==> src/hw/digipot_cfg.svh <==
// Constants of the quad digital potentiometer command decoder.
`ifndef DIGIPOT_CFG_SVH
`define DIGIPOT_CFG_SVH

// =============================================================
// Frame layout
`define FRAME_BITS 24
`define CNT_W 5
`define CHANNELS 4
`define SLOTS 4
`define TAP_W 8
`define WORD_W 9

// =============================================================
// Opcodes
`define OP_NOP 4'h0
`define OP_WAKE 4'h1
`define OP_PROG 4'h2
`define OP_STORE 4'h3
`define OP_WRITE 4'h4
`define OP_UP 4'h7
`define OP_SLEEP 4'h8
`define OP_RESET 4'h9
`define OP_READ_NV 4'ha
`define OP_LOAD 4'hb
`define OP_READ_TAP 4'hc
`define OP_ERASE 4'hd
`define OP_DOWN 4'hf

// =============================================================
// Reset and storage values
`define NV_INIT_WORD 9'h080
`define ERASED_WORD 9'h000
`define TAP_MAX 8'hff
`define TAP_MIN 8'h00

// =============================================================
// Timing
`define CLK_PERIOD_NS 8
`define T_SAVE_NS 2000000
`define NV_CYCLES (`T_SAVE_NS / `CLK_PERIOD_NS)
`define READ_PREP_CYCLES 4
`define BUSY_W 18

`endif

==> src/hw/digipot_pkg.sv <==
// Types shared by the potentiometer command decoder.
package digipot_pkg;

  typedef struct packed {
    logic [3:0] opcode_bits;
    logic [1:0] slot_select_bits;
    logic [1:0] channel_select_bits;
    logic [6:0] unused_bits;
    logic buffer_mode_bit;
    logic [7:0] tap_value_bits;
  } cmd_type;

  typedef logic [3:0][7:0] tap_bus_type;

  typedef enum logic {ST_READY, ST_BUSY} ctl_state_type;

endpackage

==> src/hw/pin_sync.sv <==
// Two-stage synchroniser for pins that arrive from outside the clock domain.
`timescale 1ns/1ps
`default_nettype none

module pin_sync #(
  parameter int W = 1
) (
  input wire logic REF_CLK_I,
  input wire logic NRST_I,
  input wire logic [W-1:0] async_i,
  input wire logic [W-1:0] init_i,
  output logic [W-1:0] sync_o
);

  logic [W-1:0] meta_r;
  logic [W-1:0] sync_r;

  // The first stage feeds the second stage only.
  always_ff @(posedge REF_CLK_I or negedge NRST_I) begin
    if (!NRST_I) begin
      meta_r <= '1;
      sync_r <= '1;
    end else begin
      meta_r <= async_i;
      sync_r <= meta_r;
    end
  end

  assign sync_o = sync_r;

endmodule

`default_nettype wire

==> src/hw/digipot_cmd_decoder.sv <==
// Command decoder of the quad 256-tap digital potentiometer.
// Operation
// - A command is 24 clocks: opcode, slot and channel bits, two data bytes.
// - Commands act only when framed by chip select low then high.
// - Input sampled on rising clock; output changes on falling clock or select.
// - Opcode 0000 changes nothing.
// - Opcode 0100 writes the data byte into the chosen wiper.
// - Opcode 0111 steps the chosen wiper up by one.
// - Opcode 1111 steps the chosen wiper down by one.
// - Opcode 1011 loads wiper and buffer mode from the addressed slot.
// - Opcode 1100 selects wiper and buffer mode for readback.
// - Opcode 1010 selects the addressed slot for readback.
// - Each slot holds nine bits: tap value plus buffer mode.
// - Opcode 1101 erases the addressed slot.
// - Opcode 0010 programs the addressed slot with the nine data bits.
// - Opcode 0011 saves the wiper and buffer mode into the slot.
// - Buffer mode changes only through a slot load.
// - Opcode 1000 puts the whole device to sleep.
// - Opcode 0001 wakes the device.
// - Opcode 1001 returns the device to its power-up state.
// - Device sleeps after power-up, soft reset and sleep command.
// - Asleep, wipers are kept and only wake is obeyed.
// - Channel and slot select bits decode in binary order.
// - Steps saturate at both ends of the tap range.
// - Power-up and soft reset load each wiper from its slot 0.
// - A read's value shifts out during the next command.
`include "digipot_cfg.svh"
`timescale 1ns/1ps
`default_nettype none

module digipot_cmd_decoder #(
  parameter int NV_CYCLES = `NV_CYCLES
) (
  input wire logic REF_CLK_I,
  input wire logic NRST_I,
  input wire logic SCLK_I,
  input wire logic CS_N_I,
  input wire logic SDI_I,
  input wire logic WP_N_I,
  output logic SDO_O,
  output logic SDO_OE_O,
  output logic RDY_O,
  output logic SLEEP_O,
  output digipot_pkg::tap_bus_type WIPER_O,
  output logic [3:0] BUF_MODE_O
);
  import digipot_pkg::*;

  // =============================================================
  // Decode helpers
  function automatic logic is_nv_write(input logic [3:0] op);
    is_nv_write = (op == `OP_PROG) || (op == `OP_STORE) || (op == `OP_ERASE);
  endfunction

  function automatic logic needs_wait(input logic [3:0] op);
    needs_wait = is_nv_write(op) || (op == `OP_READ_TAP) || (op == `OP_READ_NV) || (op == `OP_LOAD);
  endfunction

  // =============================================================
  // Pin synchronisation and edge detection
  logic [3:0] pins_s;
  logic sclk_s;
  logic cs_n_s;
  logic sdi_s;
  logic wp_n_s;
  logic sclk_q_r;
  logic cs_n_q_r;

  pin_sync #(.W(4)) u_sync (
    .REF_CLK_I(REF_CLK_I),
    .NRST_I(NRST_I),
    .async_i({SCLK_I, CS_N_I, SDI_I, WP_N_I}),
    .init_i(4'hf),
    .sync_o(pins_s)
  );

  assign {sclk_s, cs_n_s, sdi_s, wp_n_s} = pins_s;

  always_ff @(posedge REF_CLK_I or negedge NRST_I) begin
    if (!NRST_I) begin
      sclk_q_r <= 1'b0;
      cs_n_q_r <= 1'b1;
    end else begin
      sclk_q_r <= sclk_s;
      cs_n_q_r <= cs_n_s;
    end
  end

  logic sclk_rise;
  logic sclk_fall;
  logic cs_fall;
  logic cs_rise;
  assign sclk_rise = sclk_s && !sclk_q_r && !cs_n_s;
  assign sclk_fall = !sclk_s && sclk_q_r && !cs_n_s;
  assign cs_fall = !cs_n_s && cs_n_q_r;
  assign cs_rise = cs_n_s && !cs_n_q_r;

  // =============================================================
  // Frame capture
  cmd_type cmd_r;
  logic [`CNT_W-1:0] bit_cnt_r;
  logic exec;
  logic exec_ok;
  logic sleep_r;

  always_ff @(posedge REF_CLK_I or negedge NRST_I) begin
    if (!NRST_I) begin
      cmd_r <= '0;
      bit_cnt_r <= '0;
    end else if (cs_fall) begin
      bit_cnt_r <= '0;
    end else if (sclk_rise) begin
      cmd_r <= {cmd_r[`FRAME_BITS-2:0], sdi_s};
      if (bit_cnt_r != '1) begin
        bit_cnt_r <= bit_cnt_r + `CNT_W'(1);
      end
    end
  end

  // A frame with any count other than 24 is dropped whole.
  assign exec = cs_rise && (bit_cnt_r == `CNT_W'(`FRAME_BITS));
  // Asleep, only the wake opcode gets through.
  assign exec_ok = exec && !sleep_r;

  logic [3:0] op;
  logic [1:0] ch;
  logic [1:0] sl;
  logic do_reset;
  logic nv_wr_ok;
  assign op = cmd_r.opcode_bits;
  assign ch = cmd_r.channel_select_bits;
  assign sl = cmd_r.slot_select_bits;
  assign do_reset = exec_ok && (op == `OP_RESET);
  // Slot writes (program, store, erase) are blocked while the write-protect pin is low; wiper writes are not.
  assign nv_wr_ok = exec_ok && wp_n_s && is_nv_write(op);

  // =============================================================
  // Power state
  always_ff @(posedge REF_CLK_I or negedge NRST_I) begin
    if (!NRST_I) begin
      sleep_r <= 1'b1;
    end else if (exec && sleep_r && (op == `OP_WAKE)) begin
      sleep_r <= 1'b0;
    end else if (exec_ok && ((op == `OP_SLEEP) || (op == `OP_RESET))) begin
      sleep_r <= 1'b1;
    end
  end

  // =============================================================
  // Persistent slots and wipers
  logic [`WORD_W-1:0] nv_r [`CHANNELS][`SLOTS];
  logic [`TAP_W-1:0] wiper_r [`CHANNELS];
  // One flip-flop per channel, so that each channel's process owns its own mode bit.
  logic mode_r [`CHANNELS];

  for (genvar c = 0; c < `CHANNELS; c++) begin : g_chan
    for (genvar s = 0; s < `SLOTS; s++) begin : g_slot
      always_ff @(posedge REF_CLK_I or negedge NRST_I) begin
        if (!NRST_I) begin
          nv_r[c][s] <= `NV_INIT_WORD;
        end else if (nv_wr_ok && (ch == 2'(c)) && (sl == 2'(s))) begin
          case (op)
            `OP_ERASE: nv_r[c][s] <= `ERASED_WORD;
            `OP_PROG: nv_r[c][s] <= {cmd_r.buffer_mode_bit, cmd_r.tap_value_bits};
            `OP_STORE: nv_r[c][s] <= {mode_r[c], wiper_r[c]};
            default: nv_r[c][s] <= nv_r[c][s];
          endcase
        end
      end
    end

    // Power-up value equals the slot 0 reset word.
    always_ff @(posedge REF_CLK_I or negedge NRST_I) begin
      if (!NRST_I) begin
        wiper_r[c] <= `TAP_W'(`NV_INIT_WORD);
        mode_r[c] <= 1'(`NV_INIT_WORD >> `TAP_W);
      end else if (do_reset) begin
        {mode_r[c], wiper_r[c]} <= nv_r[c][0];
      end else if (exec_ok && (ch == 2'(c))) begin
        // Only the load path touches the buffer mode.
        case (op)
          `OP_WRITE: wiper_r[c] <= cmd_r.tap_value_bits;
          `OP_UP: begin
            if (wiper_r[c] != `TAP_MAX) begin
              wiper_r[c] <= wiper_r[c] + `TAP_W'(1);
            end
          end
          `OP_DOWN: begin
            if (wiper_r[c] != `TAP_MIN) begin
              wiper_r[c] <= wiper_r[c] - `TAP_W'(1);
            end
          end
          `OP_LOAD: {mode_r[c], wiper_r[c]} <= nv_r[c][sl];
          default: wiper_r[c] <= wiper_r[c];
        endcase
      end
    end

    assign WIPER_O[c] = wiper_r[c];
    assign BUF_MODE_O[c] = mode_r[c];
  end

  assign SLEEP_O = sleep_r;

  // =============================================================
  // Readback selection and serial output
  logic [`WORD_W-1:0] rd_word_r;
  logic [`FRAME_BITS-1:0] out_sh_r;
  logic sdo_r;
  logic sdo_oe_r;

  always_ff @(posedge REF_CLK_I or negedge NRST_I) begin
    if (!NRST_I) begin
      rd_word_r <= '0;
    end else if (do_reset) begin
      rd_word_r <= '0;
    end else if (exec_ok && (op == `OP_READ_TAP)) begin
      rd_word_r <= {mode_r[ch], wiper_r[ch]};
    end else if (exec_ok && (op == `OP_READ_NV)) begin
      rd_word_r <= nv_r[ch][sl];
    end
  end

  // The selected word is loaded at the next frame's start.
  always_ff @(posedge REF_CLK_I or negedge NRST_I) begin
    if (!NRST_I) begin
      out_sh_r <= '0;
      sdo_r <= 1'b0;
      sdo_oe_r <= 1'b0;
    end else begin
      sdo_oe_r <= !cs_n_s;
      if (cs_fall) begin
        out_sh_r <= {(`FRAME_BITS - `WORD_W)'(0), rd_word_r};
        sdo_r <= 1'b0;
      end else if (sclk_fall) begin
        out_sh_r <= {out_sh_r[`FRAME_BITS-2:0], 1'b0};
        sdo_r <= out_sh_r[`FRAME_BITS-2];
      end
    end
  end

  assign SDO_O = sdo_r;
  assign SDO_OE_O = sdo_oe_r;

  // =============================================================
  // Ready/busy pacing
  // The slot cycle is modelled as a fixed wait; the data is already
  // stored, so only the pacing of the host is affected.
  ctl_state_type state_r;
  logic [`BUSY_W-1:0] busy_cnt_r;
  logic rdy_r;

  always_ff @(posedge REF_CLK_I or negedge NRST_I) begin
    if (!NRST_I) begin
      state_r <= ST_READY;
      busy_cnt_r <= '0;
      rdy_r <= 1'b1;
    end else begin
      case (state_r)
        ST_READY: begin
          if (exec_ok && needs_wait(op)) begin
            state_r <= ST_BUSY;
            rdy_r <= 1'b0;
            if (is_nv_write(op)) begin
              busy_cnt_r <= `BUSY_W'(NV_CYCLES - 1);
            end else begin
              busy_cnt_r <= `BUSY_W'(`READ_PREP_CYCLES - 1);
            end
          end
        end
        ST_BUSY: begin
          if (busy_cnt_r == '0) begin
            state_r <= ST_READY;
            rdy_r <= 1'b1;
          end else begin
            busy_cnt_r <= busy_cnt_r - `BUSY_W'(1);
          end
        end
        default: begin
          state_r <= ST_READY;
          rdy_r <= 1'b1;
        end
      endcase
    end
  end

  assign RDY_O = rdy_r;
endmodule

`default_nettype wire

==> config.mk <==
export PLATFORM = sky130hd
export DESIGN_NAME = digipot_cmd_decoder
export DESIGN_NICKNAME = d
export VERILOG_FILES = /design/src/hw/digipot_pkg.sv /design/src/hw/pin_sync.sv /design/src/hw/digipot_cmd_decoder.sv
export VERILOG_INCLUDE_DIRS = /design/src /design/src/hw
export SDC_FILE = /design/constraint.sdc
export NUM_CORES = 1
export LEC_CHECK = 0
export BUFFER_PORTS_ARGS = -buffer_cell sky130_fd_sc_hd__buf_2
export CORE_UTILIZATION = 60
export CTS_CLUSTER_SIZE = 28
export DETAILED_ROUTE_END_ITERATION = 10
export PLACE_DENSITY = 0.77
export SETUP_SLACK_MARGIN = 0.05
export SLEW_MARGIN = 0
export SYNTH_ARGS = -nofsm -noshare
export SYNTH_HDL_FRONTEND = slang
export SYNTH_SLANG_ARGS = --single-unit
==> constraint.sdc <==
create_clock -name REF_CLK_I -period 2.69 [get_ports REF_CLK_I]
set_input_delay 0.269 -clock REF_CLK_I [delete_from_list [all_inputs] [get_ports REF_CLK_I]]
set_output_delay 0.269 -clock REF_CLK_I [all_outputs]
set_load 0.02 [all_outputs]
Yosys cells after proc, flatten, opt, wreduce, memory -nomap -nowiden
Cells that the tools add are included.
{"block": "totals", "ff_bits": 274, "latchBits": 0, "mem_bits_rw": 0, "rom_bits": 0, "in_bits": 6, "output_inout_bits": 40, "word_cells": 275, "mem_count": 0}
{"block": "classes", "add_sub_neg": 10, "n_mul": 0, "div_mod_pow": 0, "order_cmp": 2, "n_eq_ne": 35, "shifts": 0, "n_mux": 82, "bitwise_logic": 4, "n_reduce_logical": 99}
{"operator": "two-way mux 8 bit", "n": 18}
{"operator": "one-hot mux 8 bit (4 select lines)", "n": 4}
{"operator": "two-way mux 9 bit", "n": 13}
{"operator": "one-hot mux 9 bit (3 select lines)", "n": 4}
{"operator": "binary-select mux 9 bit (select 2 bit)", "n": 5}
{"operator": "binary-select mux 36 bit (select 2 bit)", "n": 1}
{"operator": "two-way mux 36 bit", "n": 2}
{"operator": "two-way mux 18 bit", "n": 3}
{"operator": "AND reduction 2 bit", "n": 24}
{"operator": "two-way mux 23 bit", "n": 2}
{"operator": "logical AND 1 bit", "n": 41}
{"operator": "one-hot mux 18 bit (2 select lines)", "n": 1}
{"operator": "adder 8 x 1 -> 8 bit, second input constant", "n": 4}
{"operator": "inequality test 8 bit, second input constant", "n": 4}
{"operator": "nonzero test 8 bit", "n": 4}
{"operator": "subtractor 8 x 1 -> 8 bit, second input constant", "n": 4}
{"operator": "== test 4 bit, second input constant", "n": 7}
{"operator": "inequality test 3 bit, second input constant", "n": 8}
{"operator": "two-way mux 1 bit", "n": 22}
{"operator": "logical NOT 18 bit", "n": 1}
{"operator": "nonzero test 2 bit", "n": 9}
{"operator": "subtractor 18 x 1 -> 18 bit, second input constant", "n": 1}
{"operator": "binary-select mux 8 bit (select 2 bit)", "n": 1}
{"operator": "AND reduction 4 bit", "n": 4}
{"operator": "21 further kinds", "n": 45}

Logic depth before layout (Yosys ltp)
{"block": "depth", "depth_word": 10, "ltp_mapped": 12, "ltp_nobuf": 9}

Hierarchy
Synthesis repeated with hierarchy kept, for this count alone.
{"block": "hier_totals", "hier_cells": 1479, "hier_area_um2": 14931.8}
{"module": "digipot_cmd_decoder", "instances": 1, "cells_each": 1471, "area_each_um2": 14721.6, "seq_area_each_um2": 6685.2}
{"module": "pin_sync", "instances": 1, "cells_each": 8, "area_each_um2": 210.2, "seq_area_each_um2": 210.2}

Worst setup path after synthesis
OpenSTA, ideal clock, no wires.
{"block": "synth_path", "path_kind": "flip-flop to flip-flop", "startpoint": "reg cmd_r, in the netlist op[1]", "endpoint": "reg wiper_r, in the netlist WIPER_O[20]", "setup_time_ns": 0.121, "arrival_ns": 2.234, "required_time_ns": 2.569, "slack_ns": 0.335, "stages_incl_launch_ff": 13, "path_buffers": 3, "period_less_slack_ns": 2.355, "path_cell_list": "dfrtp_1 buf_4 nand4_1 buf_2 buf_2 xnor2_1 ha_1 nor2_1 nor4b_1 a31o_2 xnor2_1 o211ai_1 a22o_1"}
{"block": "synth_via", "elab_chain_len": 4, "word_cells_on_any_way": 14, "cone_classes": "eq/ne: 7; mux: 3; reduce/logical: 4"}
{"element": "from (decl)", "line_no": "digipot_cmd_decoder.sv:100", "source": "cmd_type cmd_r;"}
{"element": "from (signal assigned)", "line_no": "digipot_cmd_decoder.sv:113", "source": "cmd_r <= {cmd_r[`FRAME_BITS-2:0], sdi_s};"}
{"element": "== test 4 bit, or another cell as far along", "line_no": "digipot_cmd_decoder.sv:181", "source": "case (op)"}
{"element": "one-hot mux 8 bit (4 select lines) / logical AND 1 bit (equally long branches)", "line_no": "digipot_cmd_decoder.sv:181, digipot_cmd_decoder.sv:133"}
{"element": "two-way mux 8 bit, or another cell as far along", "line_no": "digipot_cmd_decoder.sv:179", "source": "end else if (exec_ok && (ch == 2'(c))) begin"}
{"element": "two-way mux 8 bit / AND reduction 4 bit (equally long branches)"}
{"element": "to (signal, indexed assignment)", "line_no": "digipot_cmd_decoder.sv:178", "source": "{mode_r[c], wiper_r[c]} <= nv_r[c][0];"}
{"element": "to (signal, indexed assignment)", "line_no": "digipot_cmd_decoder.sv:182", "source": "`OP_WRITE: wiper_r[c] <= cmd_r.tap_value_bits;"}
{"element": "to (signal, indexed assignment)", "line_no": "digipot_cmd_decoder.sv:185", "source": "wiper_r[c] <= wiper_r[c] + `TAP_W'(1);"}
{"element": "to (decl)", "line_no": "digipot_cmd_decoder.sv:152", "source": "logic [`TAP_W-1:0] wiper_r [`CHANNELS];"}
Parallel ways exist; a longest one is shown, timed or not. The select of a mux whose other input is x is not followed.
A chain may end at the register's enable or synchronous reset.

Final worst setup path
{"block": "layout_path", "startpoint": "reg u_sync.sync_r[2], in the netlist u_sync.sync_o[2]", "endpoint": "reg nv_r[55] (netlist bit)"}
{"block": "layout_via", "elab_chain_len": 8}
{"element": "from (decl)", "line_no": "pin_sync.sv:16", "source": "logic [W-1:0] sync_r;"}
{"element": "from (signal assigned)", "line_no": "pin_sync.sv:25", "source": "sync_r <= meta_r;"}
{"element": "logical AND 1 bit", "line_no": "digipot_cmd_decoder.sv:96", "source": "assign cs_rise = cs_n_s && !cs_n_q_r;"}
{"element": "logical AND 1 bit", "line_no": "digipot_cmd_decoder.sv:121", "source": "assign exec = cs_rise && (bit_cnt_r == `CNT_W'(`FRAME_BITS));"}
{"element": "logical AND 1 bit", "line_no": "digipot_cmd_decoder.sv:123", "source": "assign exec_ok = exec && !sleep_r;"}
{"element": "logical AND 1 bit (2 in series)", "line_no": "digipot_cmd_decoder.sv:135", "source": "assign nv_wr_ok = exec_ok && wp_n_s && is_nv_write(op);"}
{"element": "logical AND 1 bit (2 in series)", "line_no": "digipot_cmd_decoder.sv:161", "source": "end else if (nv_wr_ok && (ch == 2'(c)) && (sl == 2'(s))) begin"}
{"element": "AND reduction 2 bit (no line)"}
{"element": "to (signal, indexed assignment)", "line_no": "digipot_cmd_decoder.sv:160", "source": "nv_r[c][s] <= `NV_INIT_WORD;"}
{"element": "to (signal, indexed assignment)", "line_no": "digipot_cmd_decoder.sv:163", "source": "`OP_ERASE: nv_r[c][s] <= `ERASED_WORD;"}
{"element": "to (signal, indexed assignment)", "line_no": "digipot_cmd_decoder.sv:164", "source": "`OP_PROG: nv_r[c][s] <= {cmd_r.buffer_mode_bit, cmd_r.tap_value_bits};"}
{"element": "to (decl)", "line_no": "digipot_cmd_decoder.sv:151", "source": "logic [`WORD_W-1:0] nv_r [`CHANNELS][`SLOTS];"}
Every way passes these cells.

==> reports/results.ini <==
[setup_path]
timing.rr.end=nv_r[55]
endpoint=nv_r[55]
crit_required_ps=3130
path_max_fanout=7
reg2reg_depth=8
timing.rr.start=u_sync.sync_o[2]
reg2reg_slack_ps=110
timing.setup.critical_path_class=register to register
crit_start=u_sync.sync_o[2]
cp-end-kind=register
arrival_ps=3020
start_kind=register

[layout]
fin_area_um2=17810
final_nets=1467
fillCellCount=1781
syn_to_final_growth_pct=16.11
fin_cells=1809
drive_gt1_share_pct=36.97

[sta]
skew_ps=44.42
layout_min_cycle_time_ps=2576
hold_ws_ps=263.4
relSlewSlack_pct=42.30
tns_ps=0
finalSetupViolations=0
report.final.slew_viol_count=0
layout_setup_ws_ps=114.1
hold_viol=0
post-route-period-util_pct=95.76
tightest_slew_ps=864.7
grt_setup_unrepaired=true
fmax_mhz=388.2

[place]
place_ws_ps=-35.33
place_congestion=1.051
dp_cells=1739
io_buffers=45
dpl_cell_area_um2=16560
dpl.hpwl_um=33350

[clocking]
clkTransAtPathRegs_ps=60
cts_root_buf=clkbuf_16
cts_made_buffers=30
h-tree-depth=1
cts_sinks=274
cts_tree=yes
clock_latency_ps=600
clockBufferDepth=3

[synth]
synth_flop_cell=dfrtp_1
synth_edf_count=0
synthTopCellsByArea=dfrtp_1 (40%), mux2_2 (13%), mux4_2 (12%), nand2_1 (5.3%), dfstp_2 (5.3%)
yosys_warnings=0
yosys.area.top_type_share_pct=39.65
synth_top_cell_by_area=dfrtp_1
synth_commonest_cells=dfrtp_1 (243), nand2_1 (218), mux2_2 (173)
ys_types=76
synth-seq-cells=274
seq_area_frac_synth_pct=44.96
async_flop_share_pct=100.0
synthCells=1349
avgSynthCellArea_um2=11.37
synth_nets=1363
syn_area_um2=15340
synth.most_common_cell=dfrtp_1

[pwr]
leakage_nw=8.132
p_per_area_nw_per_um2=513.3
ir_drop_mv=0.4823

[global_route]
grt_overflow=0
grt_first_pass_wirelength_um=73390
gr-usage-all-layers_pct=37.57
grt_pass1_vias=12200
grt_max_degree=76
antenna_found_initial=2

[die]
num_rows=58
ios=46
initial_core_util_pct=61.08
dieArea_um2=26200
die_w_um=161.9
die_h_um=161.9
core_um2=25110

[route]
wl_um=47830
drt_pass1_iterations=8
drc=0
postRouteAntennaNets=0
vias_per_cell=6.882
dr.first_iter.drc_count=1994
avgRoutedWirePerCell_um=26.44
route.vias.total=12450

[outcome]
status=completed

[job]
drv_cap=0

[worst_hold_path]
hold_class=input pin to asynchronous set/reset pin

==> how the worst min path moves through the flow <==
stage	endpoint	from	cells past startpoint	slack [ps]
after CTS	cmd_r[8]	NRST_I	2	280
after floorplan	BUF_MODE_O[0]	NRST_I	0	-30
after global routing	cmd_r[8]	NRST_I	2	320
after detailed placement	out_sh_r[22]	NRST_I	1	290
after global placement	WIPER_O[25]	NRST_I	1	290
final	cmd_r[8]	NRST_I	2	260
==> cell type report <==
cell class	count	area, um^2	share of cell area, %
clock inverter	15	239.0	1.342
clock buffer	41	852.1	4.785
sequential	274	6905	38.78
timing repair buffer	163	1296	7.279
antenna	2	5.005	0.02811
multi-input combinational	966	8029	45.09
inverter	18	67.56	0.3794
tap	330	412.9	2.319
==> repair_timing <==
item | CTS | global route
setup buffers | 3 | 4
gates resized for setup | 2 | 6
hold buffers | 5 | 0
pin swaps | 1 | 2
hold endpoints to repair | 70 | 0
setup endpoints to repair | 15 | 43
==> where the power goes <==
part           internal, mW  leakage (nW)  switching, mW
Combinational         0.112          3.91          0.219
Clock                  2.79         0.538           1.75
Sequential             4.19          3.68         0.0827
Total                  7.08          8.13           2.06
==> kinds of logic after synthesis <==
| kind of cell | count (synthesis) | share of synthesized area, % |
|---|---|---|
| and+or+nand+nor | 446 | 14.61 |
| DFF | 274 | 44.96 |
| muxes | 270 | 26.07 |
| AOI/OAI and AO/OA | 209 | 8.730 |
| buffers and inverters | 109 | 3.084 |
| xor gates and xnor gates | 33 | 1.885 |
| adders and majority gates | 8 | 0.6527 |
==> metal layers <==
layer | vias to the layer above | wire length (um) | track usage (%)
met1 | 6187 | 17860 | 50.18
met5 | - | 10 | 0
met4 | 2 | 2957 | 22.47
met3 | 199 | 5193 | 7.891
met2 | 861 | 21810 | 56.96
li1 | 5201 | - | -
==> critical path: stages, from the launching register on <==
cell and delay [ps]:
dfstp_2 590, nor4bb_1 280, buf_4 220, nand4b_2 140
inv_1 120, nand2_1 250, nor2_4 310, buf_4 200
mux2_2 340
==> sequential cells by signal (all words and copies together), names as in the netlist, 4 cells and up <==
signal	flops
out_sh_r	23
rd_word_r	9
bit_cnt_r	5
BUF_MODE_O	4
busy_cnt_r	18
u_sync.meta_r	4
op	4
cmd_r	16
nv_r	144
u_sync.sync_o	4
WIPER_O	32
==> placed cells by master, fill, tap and decap left out, drive strengths merged, types with 31 or more instances in the layout <==
master,Yosys,final
nand3,31,31
nor2,73,73
nand2,218,218
buf,39,158
clkbuf,52,41
o21ai,52,52
dfrtp,243,243
mux2,173,173
dfstp,31,31
mux4,86,86
a21oi,57,57
==> through the flow <==
| step | total power, mW | utilization, % |
|---|---|---|
| 5_1_grt | 9.386 | 70.90 |
| 3_5_place_dp | 4.655 | 65.97 |
| 2_1_floorplan | 4.467 | - |
| 3_3_place_gp | 4.643 | 65.97 |
| 6_report | 9.140 | 70.92 |
| 4_1_cts | 9.159 | 70.64 |
(Power assumes the default switching activity.)
